**src/design/simc_pkg.sv**
```systemverilog
// shared constants for the serial link option register block and its host
package simc_pkg;
  // device register addresses on the serial link
  localparam logic [5:0]  SIMC_A_STATUS   = 6'h00;
  localparam logic [5:0]  SIMC_A_MODE     = 6'h01;
  localparam logic [5:0]  SIMC_A_OPTS     = 6'h02;
  localparam logic [5:0]  SIMC_A_CKSUM    = 6'h03;
  localparam logic [5:0]  SIMC_A_RESULT   = 6'h04;
  localparam logic [5:0]  SIMC_A_SETUP    = 6'h20;
  // reset values
  localparam logic [15:0] SIMC_OPTS_RESET  = 16'h0000;
  localparam logic [15:0] SIMC_MODE_RESET  = 16'h2000;
  localparam logic [15:0] SIMC_SETUP_RESET = 16'h0000;
  // serial_link_options fields
  localparam int          SIMC_OPT_ALTERNATE_SYNC_ENABLE = 12;
  localparam int          SIMC_OPT_DRIVE    = 11;
  localparam int          SIMC_OPT_ABSORB   = 10;
  localparam int          SIMC_OPT_HOLD     = 8;
  localparam int          SIMC_OPT_CONTINUOUS_RESULT_READ = 7;
  localparam int          SIMC_OPT_APPEND   = 6;
  localparam int          SIMC_OPT_CHECK    = 5;
  localparam logic [15:0] SIMC_OPTS_WMASK   = 16'h1de0;
  // mode register field that selects continuous conversion
  localparam int          SIMC_MODE_LSB     = 4;
  localparam logic [2:0]  SIMC_MODE_CONT    = 3'h0;
  // command byte
  localparam int          SIMC_CMD_READ     = 6;
  localparam logic [7:0]  SIMC_CMD_EXIT     = 8'h44;
  // status byte fields
  localparam int          SIMC_ST_RDY_N     = 7;
  localparam int          SIMC_ST_REG_ERR   = 6;
  // lengths in bits
  localparam logic [5:0]  SIMC_LEN_8        = 6'h08;
  localparam logic [5:0]  SIMC_LEN_16       = 6'h10;
  localparam logic [5:0]  SIMC_LEN_24       = 6'h18;
  localparam logic [5:0]  SIMC_LEN_32       = 6'h20;
  // host register word addresses
  localparam logic [3:0]  SIMC_H_CMD        = 4'h0;
  localparam logic [3:0]  SIMC_H_WDATA      = 4'h1;
  localparam logic [3:0]  SIMC_H_RDATA      = 4'h2;
  localparam logic [3:0]  SIMC_H_IRQ_STAT   = 4'h3;
  localparam logic [3:0]  SIMC_H_IRQ_MASK   = 4'h4;
  localparam logic [3:0]  SIMC_H_LEVEL      = 4'h5;
  // host command word fields
  localparam int          SIMC_HC_LEN_LSB   = 8;
  localparam int          SIMC_HC_RAW       = 15;
  // host interrupt events
  localparam int          SIMC_EV_DONE      = 0;
  localparam int          SIMC_EV_REFUSED   = 1;
  localparam int          SIMC_EV_W         = 2;
  // reserved option bits as seen in a left-aligned 16-bit write word
  localparam logic [31:0] SIMC_RSV_LEFT     = 32'he2000000;
  localparam int          SIMC_LEFT16       = 16;
  localparam int          SIMC_SCLK_HALF    = 4;
endpackage

```
**src/design/simc_link_if.sv**
```systemverilog
// four-wire serial link between host controller and option register device
`timescale 1ns/1ps
interface simc_link_if;
  logic cs_n;
  logic sclk;
  logic mosi;
  logic miso_o;
  logic miso_oe;
  logic miso;

  // pull-up on the shared data/ready wire while the device lets go
  assign miso = miso_oe ? miso_o : 1'b1;

  modport dev
  (
    input  cs_n,
    input  sclk,
    input  mosi,
    output miso_o,
    output miso_oe
  );

  modport host
  (
    output cs_n,
    output sclk,
    output mosi,
    input  miso
  );
endinterface

```
**src/design/simc_device.sv**
```systemverilog
// device end: serial link slave with the link option register and checker
`timescale 1ns/1ps
// What this block does
// - 16-bit option register at 0x02, resets zero
// - bits 15..13 and 9 reserved, read-only
// - bit 12 turns sync pin into conversion control
// - bit 11 selects stronger output drive
// - bit 10 low absorbs channel settle delay
// - bit 8 holds last result data bit until deselect
// - host must toggle chip select when hold set
// - bit 7 presents result repeatedly without command
// - host sets continuous conversion before continuous read
// - bit 6 appends status to result reads
// - bit 5 flags any change of user registers
// - clearing bit 5 clears the register error
// - checker skips options, result and status registers
// - host disables checker before changing watched registers
// - checksum register live only while checker enabled
// - appended result read grows to 32 bits
module simc_device
  import simc_pkg::*;
(
  input  wire logic        clk,
  input  wire logic        resetn,
  simc_link_if.dev         link,
  input  wire logic [23:0] result,
  input  wire logic [3:0]  result_chan,
  input  wire logic        result_valid,
  output logic             alternate_sync_enable,
  output logic             output_drive_select,
  output logic             settle_delay_absorb,
  output logic [15:0]      mode_out,
  output logic [15:0]      setup_out,
  output logic             reg_error
);

  typedef enum logic [1:0]
  {
    SIMC_S_CMD  = 2'b00,
    SIMC_S_WR   = 2'b01,
    SIMC_S_RD   = 2'b10,
    SIMC_S_DONE = 2'b11
  } simc_dstate_t;

  simc_dstate_t state_r;
  logic [2:0]   cs_q_r;
  logic [2:0]   sclk_q_r;
  logic [1:0]   mosi_q_r;
  logic [5:0]   bcnt_r;
  logic [5:0]   len_r;
  logic [5:0]   addr_r;
  logic [31:0]  shin_r;
  logic [31:0]  shout_r;
  logic         last_bit_r;
  logic         miso_r;
  logic [15:0]  opts_r;
  logic [15:0]  mode_r;
  logic [15:0]  setup_r;
  logic [31:0]  snap_r;
  logic         err_r;
  logic         rdy_n_r;
  logic [3:0]   chan_r;
  logic [23:0]  data_r;

  logic         cs_act;
  logic         rise;
  logic         mosi_s;
  logic [7:0]   in_byte;
  logic [31:0]  in_word;
  logic [7:0]   status_byte;
  logic [23:0]  cksum;
  logic         last_bit;
  logic         wr_commit;
  logic         reading_result;
  logic         cont_go;
  logic         miso_nxt;

  // three-stage samplers for select and clock, two-stage for data; only the second and third stages feed logic
  always_ff @(posedge clk)
  begin
    if (!resetn)
    begin
      cs_q_r   <= 3'h7;
      sclk_q_r <= 3'h7;
      mosi_q_r <= 2'h0;
    end
    else
    begin
      cs_q_r   <= {cs_q_r[1:0], link.cs_n};
      sclk_q_r <= {sclk_q_r[1:0], link.sclk};
      mosi_q_r <= {mosi_q_r[0], link.mosi};
    end
  end

  assign cs_act      = ~cs_q_r[1];
  assign rise        = sclk_q_r[1] & ~sclk_q_r[2];
  assign mosi_s      = mosi_q_r[1];
  assign in_byte     = {shin_r[6:0], mosi_s};
  assign in_word     = {shin_r[30:0], mosi_s};
  assign status_byte = {rdy_n_r, err_r, 2'h0, chan_r};
  assign cksum       = opts_r[SIMC_OPT_CHECK] ? {8'h00, mode_r ^ setup_r} : 24'h000000;
  assign last_bit    = (bcnt_r == len_r - 6'h01);
  assign wr_commit   = cs_act & rise & (state_r == SIMC_S_WR) & last_bit;
  assign reading_result = (state_r == SIMC_S_RD) & (addr_r == SIMC_A_RESULT);

  // result presented again with no command each time a fresh one is ready
  assign cont_go = opts_r[SIMC_OPT_CONTINUOUS_RESULT_READ] & ~rdy_n_r & cs_act &
                   (((state_r == SIMC_S_CMD) & (bcnt_r == 6'h00)) |
                    ((state_r == SIMC_S_DONE) & ~opts_r[SIMC_OPT_HOLD]));

  function automatic logic [5:0] rd_len(input logic [5:0] a, input logic app);
    unique case (a)
      SIMC_A_STATUS: rd_len = SIMC_LEN_8;
      SIMC_A_CKSUM:  rd_len = SIMC_LEN_24;
      SIMC_A_RESULT: rd_len = app ? SIMC_LEN_32 : SIMC_LEN_24;
      SIMC_A_MODE,
      SIMC_A_OPTS,
      SIMC_A_SETUP:  rd_len = SIMC_LEN_16;
      default:       rd_len = SIMC_LEN_8;
    endcase
  endfunction

  // read value left aligned so the first bit out is bit 31
  function automatic logic [31:0] rd_val(input logic [5:0] a);
    unique case (a)
      SIMC_A_STATUS: rd_val = {status_byte, 24'h000000};
      SIMC_A_MODE:   rd_val = {mode_r, 16'h0000};
      SIMC_A_OPTS:   rd_val = {opts_r, 16'h0000};
      SIMC_A_CKSUM:  rd_val = {cksum, 8'h00};
      SIMC_A_RESULT: rd_val = opts_r[SIMC_OPT_APPEND] ? {data_r, status_byte}
                                                     : {data_r, 8'h00};
      SIMC_A_SETUP:  rd_val = {setup_r, 16'h0000};
      default:       rd_val = 32'h00000000;
    endcase
  endfunction

  // frame sequencing; every frame restarts at the command byte unless continuous read presents the result
  always_ff @(posedge clk)
  begin
    if (!resetn)
    begin
      state_r    <= SIMC_S_CMD;
      bcnt_r     <= 6'h00;
      len_r      <= SIMC_LEN_8;
      addr_r     <= 6'h00;
      shin_r     <= 32'h00000000;
      shout_r    <= 32'h00000000;
      last_bit_r <= 1'b0;
    end
    else if (!cs_act)
    begin
      state_r <= SIMC_S_CMD;
      bcnt_r  <= 6'h00;
    end
    else if (cont_go)
    begin
      state_r <= SIMC_S_RD;
      bcnt_r  <= 6'h00;
      addr_r  <= SIMC_A_RESULT;
      len_r   <= rd_len(SIMC_A_RESULT, opts_r[SIMC_OPT_APPEND]);
      shout_r <= rd_val(SIMC_A_RESULT);
    end
    else if (rise)
    begin
      shin_r <= in_word;
      bcnt_r <= bcnt_r + 6'h01;
      unique case (state_r)
        SIMC_S_CMD:
        begin
          if (bcnt_r == 6'h07)
          begin
            bcnt_r <= 6'h00;
            addr_r <= in_byte[5:0];
            len_r  <= rd_len(in_byte[5:0], opts_r[SIMC_OPT_APPEND]);
            if (in_byte[SIMC_CMD_READ])
            begin
              state_r <= SIMC_S_RD;
              shout_r <= rd_val(in_byte[5:0]);
            end
            else
            begin
              state_r <= SIMC_S_WR;
            end
          end
        end
        SIMC_S_WR:
        begin
          if (last_bit)
          begin
            state_r <= SIMC_S_DONE;
          end
        end
        SIMC_S_RD:
        begin
          shout_r    <= {shout_r[30:0], 1'b0};
          last_bit_r <= shout_r[31];
          if (last_bit)
          begin
            state_r <= SIMC_S_DONE;
          end
        end
        SIMC_S_DONE:
        begin
          bcnt_r <= bcnt_r;
        end
      endcase
    end
  end

  // option register; reserved and out-of-scope bits never store
  always_ff @(posedge clk)
  begin
    if (!resetn)
    begin
      opts_r <= SIMC_OPTS_RESET;
    end
    else if (wr_commit && addr_r == SIMC_A_OPTS)
    begin
      opts_r <= in_word[15:0] & SIMC_OPTS_WMASK;
    end
    else if (cs_act && rise && reading_result && opts_r[SIMC_OPT_CONTINUOUS_RESULT_READ] &&
             bcnt_r == 6'h07 && in_byte == SIMC_CMD_EXIT)
    begin
      opts_r[SIMC_OPT_CONTINUOUS_RESULT_READ] <= 1'b0;
    end
  end

  // watched user registers
  always_ff @(posedge clk)
  begin
    if (!resetn)
    begin
      mode_r  <= SIMC_MODE_RESET;
      setup_r <= SIMC_SETUP_RESET;
    end
    else if (wr_commit && addr_r == SIMC_A_MODE)
    begin
      mode_r <= in_word[15:0];
    end
    else if (wr_commit && addr_r == SIMC_A_SETUP)
    begin
      setup_r <= in_word[15:0];
    end
  end

  // snapshot follows the watched set while the checker is off; once on it is
  // re-taken after each flagged change, so a change is a one-cycle event and
  // a later clear of the flag sticks
  always_ff @(posedge clk)
  begin
    if (!resetn)
    begin
      snap_r <= {SIMC_MODE_RESET, SIMC_SETUP_RESET};
    end
    else if (!opts_r[SIMC_OPT_CHECK] || {mode_r, setup_r} != snap_r)
    begin
      snap_r <= {mode_r, setup_r};
    end
  end

  // set is placed after clear so a change seen in the clearing cycle survives
  always_ff @(posedge clk)
  begin
    if (!resetn)
    begin
      err_r <= 1'b0;
    end
    else
    begin
      if (wr_commit && addr_r == SIMC_A_OPTS && !in_word[SIMC_OPT_CHECK])
      begin
        err_r <= 1'b0;
      end
      if (opts_r[SIMC_OPT_CHECK] && {mode_r, setup_r} != snap_r)
      begin
        err_r <= 1'b1;
      end
    end
  end

  // a result arriving while the result is being shifted out is dropped
  always_ff @(posedge clk)
  begin
    if (!resetn)
    begin
      rdy_n_r <= 1'b1;
      data_r  <= 24'h000000;
      chan_r  <= 4'h0;
    end
    else if (result_valid && !reading_result)
    begin
      rdy_n_r <= 1'b0;
      data_r  <= result;
      chan_r  <= result_chan;
    end
    else if (cs_act && rise && reading_result && last_bit)
    begin
      rdy_n_r <= 1'b1;
    end
  end

  // shared data/ready output: data bit, held last bit, or ready flag
  always_comb
  begin
    if (state_r == SIMC_S_RD)
    begin
      miso_nxt = shout_r[31];
    end
    else if (state_r == SIMC_S_DONE && opts_r[SIMC_OPT_HOLD] && addr_r == SIMC_A_RESULT)
    begin
      miso_nxt = last_bit_r;
    end
    else
    begin
      miso_nxt = rdy_n_r;
    end
  end

  always_ff @(posedge clk)
  begin
    if (!resetn)
    begin
      miso_r <= 1'b1;
    end
    else
    begin
      miso_r <= miso_nxt;
    end
  end

  assign link.miso_o  = miso_r;
  assign link.miso_oe = cs_act;

  // option outputs to the conversion engine and pad ring
  always_ff @(posedge clk)
  begin
    if (!resetn)
    begin
      alternate_sync_enable <= 1'b0;
      output_drive_select   <= 1'b0;
      settle_delay_absorb   <= 1'b0;
      mode_out              <= SIMC_MODE_RESET;
      setup_out             <= SIMC_SETUP_RESET;
      reg_error             <= 1'b0;
    end
    else
    begin
      alternate_sync_enable <= opts_r[SIMC_OPT_ALTERNATE_SYNC_ENABLE];
      output_drive_select   <= opts_r[SIMC_OPT_DRIVE];
      // low means absorb, as the option encodes it
      settle_delay_absorb   <= ~opts_r[SIMC_OPT_ABSORB];
      mode_out              <= mode_r;
      setup_out             <= setup_r;
      reg_error             <= err_r;
    end
  end

endmodule

```
**src/flat_wrapper.sv**
```systemverilog
// flat-port wrapper written by rule: the top's interface ports become plain ports
module simc_device_flat import simc_pkg::*;
  (clk, resetn, result, result_chan, result_valid, alternate_sync_enable, output_drive_select, settle_delay_absorb, mode_out, setup_out, reg_error, link_cs_n, link_sclk, link_mosi, link_miso_o, link_miso_oe);
  simc_link_if link_i ();
  input  wire logic clk;
  input  wire logic resetn;
  input  wire logic [23:0] result;
  input  wire logic [3:0] result_chan;
  input  wire logic result_valid;
  output logic alternate_sync_enable;
  output logic output_drive_select;
  output logic settle_delay_absorb;
  output logic [15:0] mode_out;
  output logic [15:0] setup_out;
  output logic reg_error;
  input wire logic [$bits(link_i.cs_n)-1:0] link_cs_n;
  input wire logic [$bits(link_i.sclk)-1:0] link_sclk;
  input wire logic [$bits(link_i.mosi)-1:0] link_mosi;
  output wire logic [$bits(link_i.miso_o)-1:0] link_miso_o;
  output wire logic [$bits(link_i.miso_oe)-1:0] link_miso_oe;
  assign link_i.cs_n = link_cs_n;
  assign link_i.sclk = link_sclk;
  assign link_i.mosi = link_mosi;
  assign link_miso_o = link_i.miso_o;
  assign link_miso_oe = link_i.miso_oe;
  simc_device u_core (.clk(clk), .resetn(resetn), .link(link_i), .result(result), .result_chan(result_chan), .result_valid(result_valid), .alternate_sync_enable(alternate_sync_enable), .output_drive_select(output_drive_select), .settle_delay_absorb(settle_delay_absorb), .mode_out(mode_out), .setup_out(setup_out), .reg_error(reg_error));
endmodule
```
**config.mk**
```make
export PLATFORM = sky130hd
export DESIGN_NAME = simc_device_flat
export DESIGN_NICKNAME = d
export VERILOG_FILES = /design/src/design/simc_pkg.sv /design/src/design/simc_link_if.sv /design/src/design/simc_device.sv /design/src/flat_wrapper.sv
export SDC_FILE = /design/constraint.sdc
export NUM_CORES = 1
export LEC_CHECK = 0
export BUFFER_PORTS_ARGS = -buffer_cell sky130_fd_sc_hd__buf_2
export CORE_MARGIN = 2
export CORE_UTILIZATION = 25
export CTS_CLUSTER_DIAMETER = 100
export DETAILED_ROUTE_END_ITERATION = 7
export PLACE_DENSITY = 0.46
export SYNTH_ARGS = -nofsm -noshare
export SYNTH_HDL_FRONTEND = slang
export SYNTH_SLANG_ARGS = --single-unit
```
**constraint.sdc**
```tcl
create_clock -name clk -period 3.1 [get_ports clk]
set_input_delay 0 -clock clk [delete_from_list [all_inputs] [get_ports clk]]
set_output_delay 0 -clock clk [all_outputs]
set_load 0.02 [all_outputs]
```
# --- Yosys cells after proc, flatten, opt, wreduce, memory -nomap -nowiden ---
# Index checks and enable logic that the tools add are counted.
op_classes:
  bitwise: 21
  n_mux: 34
  n_reduce_logical: 42
  eq_ne: 21
  add_sub_neg: 2
op_table:
  columns: ["operator", "n"]
  rows:
  - ["32-bit case mux with 6 select lines", 1]
  - ["32-bit two-way mux", 4]
  - ["32-bit case mux with 2 select lines", 1]
  - ["6-bit two-way mux", 10]
  - ["32-bit != test", 1]
  - ["6-bit by 2-bit == test with 1-bit output (second input constant)", 3]
  - ["6-bit by 3-bit == test with 1-bit output (second input constant)", 3]
  - ["6-bit case mux with 3 select lines", 1]
  - ["16-bit two-way mux", 1]
  - ["4-bit AND reduction", 4]
  - ["16-bit bitwise XOR", 1]
  - ["1-bit logical AND", 14]
  - ["2-bit nonzero test", 7]
  - ["6-bit by 1-bit == test with 1-bit output (second input constant)", 2]
  - ["6-bit == test (second input constant)", 2]
  - ["6-bit logical NOT", 2]
  - ["6-bit case mux with 2 select lines", 1]
  - ["1-bit bitwise AND", 10]
  - ["2-bit two-way mux", 5]
  - ["1-bit NOT", 9]
  - ["8-bit by 7-bit == test with 1-bit output (second input constant)", 1]
  - ["1-bit two-way mux", 8]
  - ["8-bit two-way mux", 1]
  - ["6-bit by 1-bit adder with 6-bit output (second input constant)", 1]
  - ["other kinds (19)", 27]
totals:
  ff_bits: 213
  inputBits: 34

# --- Logic depth before layout (Yosys ltp) ---
# Gate-level depths: netlist (run 1).
depth:
  depth_word: 9
  ltp_mapped: 9

# --- Worst setup path before layout (run 1) ---
# No wires, ideal clock.
synth_path:
  path_kind: "register to register"
  startpoint: "reg u_core.state_r[0]"
  endpoint: "reg u_core.shout_r[29]"
  path_buffers: 1
  stages_incl_launch_ff: 8
  setup_ns: 0.125
  arrival_ns: 1.897
  synth_period_minus_slack_ns: 2.021
  path_slack_ns: 1.079
  path_cell_list: "dfxtp_1 -> inv_1 -> ha_1 -> or4b_4 -> o22a_4 -> o21ai_0 -> buf_2 -> o31ai_1"
synth_between:
  elab_chain_cells: 6
  word_cells_on_any_way: 15
  cone_classes: "4 x eq/ne; 3 x mux; 4 x bitwise; 4 x reduce/logical"
synth_lines:
  columns: ["item", "line_no", "rtl"]
  rows:
  - ["start, declared", "simc_device.sv:45", "simc_dstate_t state_r;"]
  - ["start signal, assigned", "simc_device.sv:142", "state_r <= SIMC_S_CMD;"]
  - ["start signal, assigned", "simc_device.sv:152", "state_r <= SIMC_S_CMD;"]
  - ["start signal, assigned", "simc_device.sv:157", "state_r <= SIMC_S_RD;"]
  - ["2-bit == test or 2-bit logical NOT (tied branches)", "simc_device.sv:109, simc_device.sv:108, simc_device.sv:167", null]
  - ["1-bit bitwise AND (on tied branches)", "simc_device.sv:109, simc_device.sv:108", null]
  - ["1-bit bitwise OR", "simc_device.sv:108", "(((state_r == SIMC_S_CMD) & (bcnt_r == 6'h00)) |"]
  - ["1-bit bitwise AND", "simc_device.sv:107", "assign cont_go = opts_r[SIMC_OPT_CONTINUOUS_RESULT_READ] & ~rdy_n_r & cs_act &"]
  - ["3-bit by 1-bit != test with 1-bit output (no line), or another cell as far along", null, null]
  - ["5-bit AND reduction (no line)", null, null]
  - ["end signal, assigned", "simc_device.sv:161", "shout_r <= rd_val(SIMC_A_RESULT);"]
  - ["end signal, assigned", "simc_device.sv:178", "shout_r <= rd_val(in_byte[5:0]);"]
  - ["end signal, assigned", "simc_device.sv:195", "shout_r <= {shout_r[30:0], 1'b0};"]
  - ["end, declared", "simc_device.sv:53", "logic [31:0] shout_r;"]
# Several ways; a longest one is shown, not always the timed one. The select of a mux whose other input is x is not followed.
# A chain may end at the register's enable or synchronous reset.

# --- Worst setup path after layout (run 1) ---
layout_path:
  startpoint: "reg u_core.state_r[0]"
  endpoint: "reg u_core.shout_r[19]"
# The elaborated chain is that of the path after synthesis.

==> results of run 1 <==
## cell usage after synthesis (9+ instances only)
library cell	number
and2_1	47
ha_1	9
buf_2	18
inv_1	39
nor3_1	9
nand4_1	10
a31oi_1	14
o21ai_0	59
a22oi_1	13
dfxtp_1	210
a21oi_1	73
xnor2_1	49
o31ai_1	11
mux2i_1	15
nand2b_1	11
nor2_1	31
nand3_1	38
o21ai_1	16
clkbuf_1	38
nand2_1	188
## worst max path at each step
stage	from	end	slack (ns)	cells past startpoint
after global routing	u_core.state_r[0]	u_core.shout_r[22]	0.41	8
final	u_core.state_r[0]	u_core.shout_r[19]	0.61	8
after detailed placement	u_core.state_r[0]	u_core.shout_r[23]	0.62	8
after floorplan	u_core.state_r[0]	u_core.shout_r[29]	1.08	7
after global placement	u_core.state_r[0]	u_core.shout_r[17]	0.69	8
after CTS	u_core.state_r[0]	u_core.shout_r[19]	0.60	8
## cells by family after synthesis
logic type,after synthesis,synth area share [%]
and+or+nand+nor,371,20.8
AOI/OAI and AO/OA,241,17.2
DFF,210,47.6
buffers and inverters,111,5.69
xor gates and xnor gates,55,5.61
muxes,16,1.83
adders and majority gates,9,1.27
## per-layer routing
| metal | routed length [µm] | GRT usage, % | share of wire, % |
|---|---|---|---|
| met5 | 0 | 0 | 0 |
| met4 | 310 | 2.66 | 1.2 |
| met3 | 946 | 1.92 | 3.7 |
| met2 | 12800 | 24.8 | 50 |
| met1 | 11800 | 18.1 | 46 |
## per-stage QoR
| step | area, µm² | total power [µW] | worst slack [ns] | util (%) |
|---|---|---|---|---|
| floorplan | 8830 | 2890 | 1.08 | - |
| global placement | 9560 | 2950 | 0.687 | 27.6 |
| detailed placement | 9560 | 2950 | 0.618 | 27.6 |
| CTS | 10700 | 5970 | 0.602 | 31.0 |
| global route | 10700 | 6120 | 0.408 | 31.0 |
| finish | 10700 | 5880 | 0.606 | 31.0 |
## what timing repair did
| item | 4_1_cts | 5_1_grt |
|---|---|---|
| hold buffers | 31 | 0 |
| endpoints found under the hold margin | 31 | 0 |
| setup endpoints to repair | 0 | 0 |
## power by group
group	total, µW	internal, µW	switching (µW)
clock	2960	1840	1130
combinational	165	72.3	92.6
sequential	2750	2730	28.2
total	5880	4630	1250
## registers in the layout, summed over array words and instances (netlist names), 2 cells and up
signal	count
u_core.addr_r	6
u_core.bcnt_r	6
u_core.chan_r	4
u_core.cs_q_r	2
u_core.data_r	24
u_core.len_r	3
u_core.mode_out	16
u_core.mode_r	16
u_core.mosi_q_r	2
u_core.opts_r	7
u_core.sclk_q_r	3
u_core.setup_out	16
u_core.setup_r	16
u_core.shin_r	15
u_core.shout_r	32
u_core.snap_r	32
u_core.state_r	2
## layout make-up
cell class | instances | area [µm²] | share of cell area, %
clock buffers | 37 | 751 | 7.00
well taps | 455 | 569 | 5.31
flip-flops and latches | 210 | 4200 | 39.2
multi-input cells | 692 | 4130 | 38.5
clock inverters | 8 | 97.6 | 0.910
inverters | 41 | 154 | 1.44
repair buffers | 122 | 818 | 7.63
==> run metrics, run 1 <==
status=finished clean; Netlist Area Pre-Place=8830 µm²; synth unique cells=70; Relative slew margins=roughly a third; R2R Setup Slk=0.61 ns; commonest non-fill, non-tap cell in the layout=dfxtp_1; first-pass GRT wire length=around 40000 µm; gp weighted congestion=around 0.81; vias in the first global route=6967; Critical Path, Cell by Cell=inv_1 > ha_1 > or4b_4 > o22a_4 > o22ai_4 > buf_4 > o21ai_0 > a31oi_1; Syn Nets=1056; ratio of cells with drive above 1 in the final layout=13.8%; I/O Pins=72; unrepaired setup endpoints after global routing=no; DR pass1 iterations=5; DR vias=7178; Synth Flop Type=dfxtp_1; hold path cells=2; Die Height=192 µm; startpoint types=flop; post-synthesis cell count=1013; setup violators final=0; Min-Delay Endpoint=u_core.rdy_n_r; I/O Buffers=71; final slew viol count=0; Arr. time, crit path=between 2 and 3 ns; min Tclk post-route=2.49 ns; asr flop ratio synth=0%; final std cells w/o fill=1565; n_diodes=0; top cells by area, synth=dfxtp_1 (48%), nand2_1 (8.0%), xnor2_1 (4.9%), a21oi_1 (4.1%), o21ai_0 (3.3%); YS warnings=0; setup TNS=0 ns; Yosys top cell by area=dfxtp_1; #FFs+latches synth=210; Post-CTS Setup Bufs=0; TritonCTS clock tree=done; CP top delay family=compound AO/OA/AOI/OAI gates; Worst Path Required=roughly 3.5 ns; cts bufs inserted=25; Hold Vio Cnt, Final=0; HP Class=input port to flop; Max Fclk=0.401 GHz; clk_lat worst skew=0.51 ns; critical path buffer and inverter count=2; worst vdd ir=~0.36 mV; WHS=0.00542 ns; P per Cell Area=549 nW/µm²; Initial Util=roughly 26%; Reg clk slew, reported paths=0.06 ns; max incr delay on CP=0.50 ns; Hold Crit Start=resetn; area of the core=34600 µm²; initial antenna violation count=0; Clock Skew=approximately 0.022 ns; post-DP HPWL=18000 µm; final worst path period share=80.5%; FP Rows=68; number of nets still failing antenna checks after routing=0; Max clock buf depth=3; crit end category=flop; most frequent cells in the layout=dfxtp_1 (210), nand2_1 (188), a21oi_1 (73); syn avg cell area=8.72 µm²; sequential area share after synthesis=47.6%; worst r2r src=u_core.state_r[0]; max-cap violations=0; CP Class=flop to flop; area grow syn2layout=21.4%; Total GRT Usage=roughly 14%; die footprint=36800 µm²; DRT iter0 DRCs=520; CP max-delay cell=or4b_4; CTS Root Cell=clkbuf_16; R2R Path End=u_core.shout_r[19]; H-tree depth=1; Placed Cells=1489; Worst-Margin Slew=0.990 ns; Sink Count=210; grt ovf=0; Register-to-Register Path Depth=8; Die Width=192 µm; # resized after CTS=0; Routed WL=25800 µm; Post-layout nets=1135; Remaining DRCs=0; fillers=3700; post-synth top area share=a little under half; Avg WL per Cell=16.5 µm; Vias/cell=4.59; largest net degree at the start of global routing=86; worst-path maximum fanout=33; EDFF count, synth=0; Pleak=0.00416 µW
Power figures use the tool's default switching activity.
==> inputs of run 2 (changes only) <==
Settings changed: PLACE_DENSITY 0.46 to 0.47.
Clock period 3.1 ns to 2.15 ns, I/O delays scaled along.
==> run 2 against run 1 <==
  * Clock power increased by 51%
  * Combinational power grew 69%
  * Cell area rose by 6.4%
  * Flip-flop and latch count unchanged
  * Final cell count is 3.4% higher
  * Via count is 3.2% higher
  * Largest power group unchanged
  * Critical path depth did not move
  * Non-clock buffer count is 54 higher
  * Wire length rose by 2.5%
  * Maximum frequency grew 22%
  * Power grew 48%
==> run metrics, run 2 (synthesized netlist as in run 1, its figures left out) <==
Total GRT Usage=14.3% (+0.34 points); CP startpoint=u_core.state_r[0]; Worst-Margin Slew=0.743 ns (-0.246 ns); die footprint=36800 µm² (unchanged); final slew viol count=0 (unchanged); Int Power=6820 µW (+47%); Reg clk slew, reported paths=0.06 ns (about the same); Post-layout nets=1189 (+4.8%); H-tree depth=1 (unchanged); DR pass1 iterations=7 (+2); commonest non-fill, non-tap cell in the layout=dfxtp_1; Pleak=0.00450 µW (+8.2%); sw frac=21.6% (+0.45 points); CP Class=flop to flop; Die Width=192 µm (unchanged); DR vias=7411 (+3.2%); first-pass GRT wire length=41000 µm (+2.0%); cts bufs inserted=25 (unchanged); area grow syn2layout=29.2%; R2R Setup Slk=0.11 ns (-0.49 ns); Initial Util=25.5% (unchanged); startpoint types=flop; Clock Skew=0.0268 ns (+0.00431 ns); I/O Pins=72 (unchanged); most frequent cells in the layout=dfxtp_1 (210), nand2_1 (188), a21oi_1 (73); final std cells w/o fill=1618 (+3.4%); DRT iter0 DRCs=459 (-12%); min Tclk post-route=2.04 ns (-0.457 ns); CP Capture Point=u_core.bcnt_r[4]; setup TNS=0 ns (unchanged); Hold Vio Cnt, Final=0 (unchanged); largest net degree at the start of global routing=124 (+44%); clock network power share=51.3% (+0.9 points); HP Class=input port to flop; Die Height=192 µm (unchanged); initial antenna violation count=1 (+1); Max clock buf depth=3 (unchanged); vias in the first global route=7191 (+3.2%); Arr. time, crit path=2.45 ns (-0.48 ns); FP Rows=68 (unchanged); n_diodes=0 (unchanged); WL met3=1080 µm (+14%); max-cap violations=0 (unchanged); Max Fclk=0.491 GHz (+22%); clk_lat worst skew=0.55 ns (+0.04 ns); M1 wire length=11700 µm (-0.17%); unrepaired setup endpoints after global routing=no; setup violators final=0 (unchanged); Met2 Wirelength=12800 µm (+0.14%); Routed WL=26500 µm (+2.5%); pre-CTS worst setup slack=-0.0106 ns (-0.629 ns); P per Cell Area=763 nW/µm² (+39%); number of nets still failing antenna checks after routing=0 (unchanged); PnR worst setup slack=0.112 ns (-0.493 ns); post-DP HPWL=18900 µm (+4.7%); Remaining DRCs=0 (unchanged); worst vdd ir=0.510 mV (+43%); worst r2r src=u_core.state_r[0]; Final Power=8710 µW (+48%); Top Layer Used=met4; Vias/cell=4.58 (-0.14%); combinational share of power=3.2% (+0.4 points); I/O Buffers=71 (unchanged); worst-path maximum fanout=5 (-85%); status=finished clean; TritonCTS clock tree=done; crit end category=flop; area of the core=34600 µm² (unchanged); grt ovf=0 (unchanged); gp weighted congestion=0.823 (+1.5%); Register-to-Register Path Depth=8 (unchanged); R2R Path End=u_core.bcnt_r[4]; ratio of cells with drive above 1 in the final layout=18.1% (+4.3 points); biggest registers after layout=u_core.shout_r x32, u_core.snap_r x32, u_core.data_r x24; Relative slew margins=50.4% (+16 points); Placed Cells=1533 (+3.0%); WHS=0.236 ns (+0.230 ns); final worst path period share=94.8% (+14 points); CTS Root Cell=clkbuf_16; switching pwr=1880 µW (+51%); Avg WL per Cell=16.4 µm (-0.84%); Sink Count=210 (unchanged); Worst Path Required=2.57 ns (-0.97 ns); Seq pwr share=45.5% (-1.3 points); fillers=3552 (-4.0%)
## run 2: cell count changes in the layout (fill, tap and decap cells not counted), sizes merged
cell | previous run | this run
buf | 91 | 137
clkbuf | 37 | 34
inv | 41 | 42
dlygate4sd3 | 31 | 36
clkinv | 6 | 7
bufinv | 2 | 4
clkinvlp | 0 | 1
## run 2: how the worst min path moves through the flow
| stage | cells past startpoint | slack, ns | end | startpoint |
|---|---|---|---|---|
| 2_1_floorplan | 1 | 0.10 | u_core.cs_q_r[0] | link_cs_n |
| 3_3_place_gp | 2 | 0.18 | u_core.sclk_q_r[0] | link_sclk |
| 3_5_place_dp | 2 | 0.19 | u_core.sclk_q_r[0] | link_sclk |
| 4_1_cts | 4 | 0.22 | u_core.data_r[8] | result[8] |
| 5_1_grt | 4 | 0.25 | u_core.data_r[13] | result[13] |
| 6_report | 4 | 0.24 | u_core.data_r[8] | result[8] |
## run 2: final cells by class
class                      instances  area, µm²  area share (%)
inverter                          41        154            1.35
sequential                       210       4200            36.8
clock inverter                    13        189            1.66
timing repair buffer             176       1450            12.7
multi-input combinational        692       4150            36.4
clock buffer                      31        688            6.03
tap                              455        569            4.99
## run 2: power groups by stage
| stage | registers (µW) | logic, µW | clock network, µW |
|---|---|---|---|
| after floorplan | 4030 | 130 | 0 |
| after global placement | 4050 | 231 | 0 |
| after detailed placement | 4050 | 232 | 0 |
| after CTS | 3960 | 282 | 4600 |
| after global routing | 3960 | 308 | 4770 |
| final | 3960 | 279 | 4460 |
## run 2: stage by stage
step                      util, %  cell area [µm²]
after floorplan                 -             8830
after global placement       29.0            10000
after detailed placement     29.0            10000
after CTS                    32.6            11300
after global routing         32.9            11400
final                        32.9            11400
## run 2: critical path, cell delays in order (launching register included)
cell,delay [ns]
dfxtp_1,0.31
inv_2,0.07
ha_1,0.15
or4b_4,0.48
o22a_4,0.24
o21ai_1,0.23
buf_4,0.17
a311o_1,0.19
nor2_1,0.07
## run 2: timing repair
| action | CTS | global route |
|---|---|---|
| gates cloned | 0 | 3 |
| endpoints found under the setup margin | 4 | 24 |
| hold buffers | 36 | 0 |
| gates resized for setup | 1 | 9 |
| endpoints found under the hold margin | 40 | 0 |
| pin swaps | 0 | 2 |
| setup buffers | 0 | 2 |
## run 2: metal layers
layer  global-route usage [%]  vias to the layer above
li1                         -                     3732
met1                     18.2                     3472
met2                     24.8                      153
met3                     2.23                       54
met4                     4.53                        0
met5                        0                        -
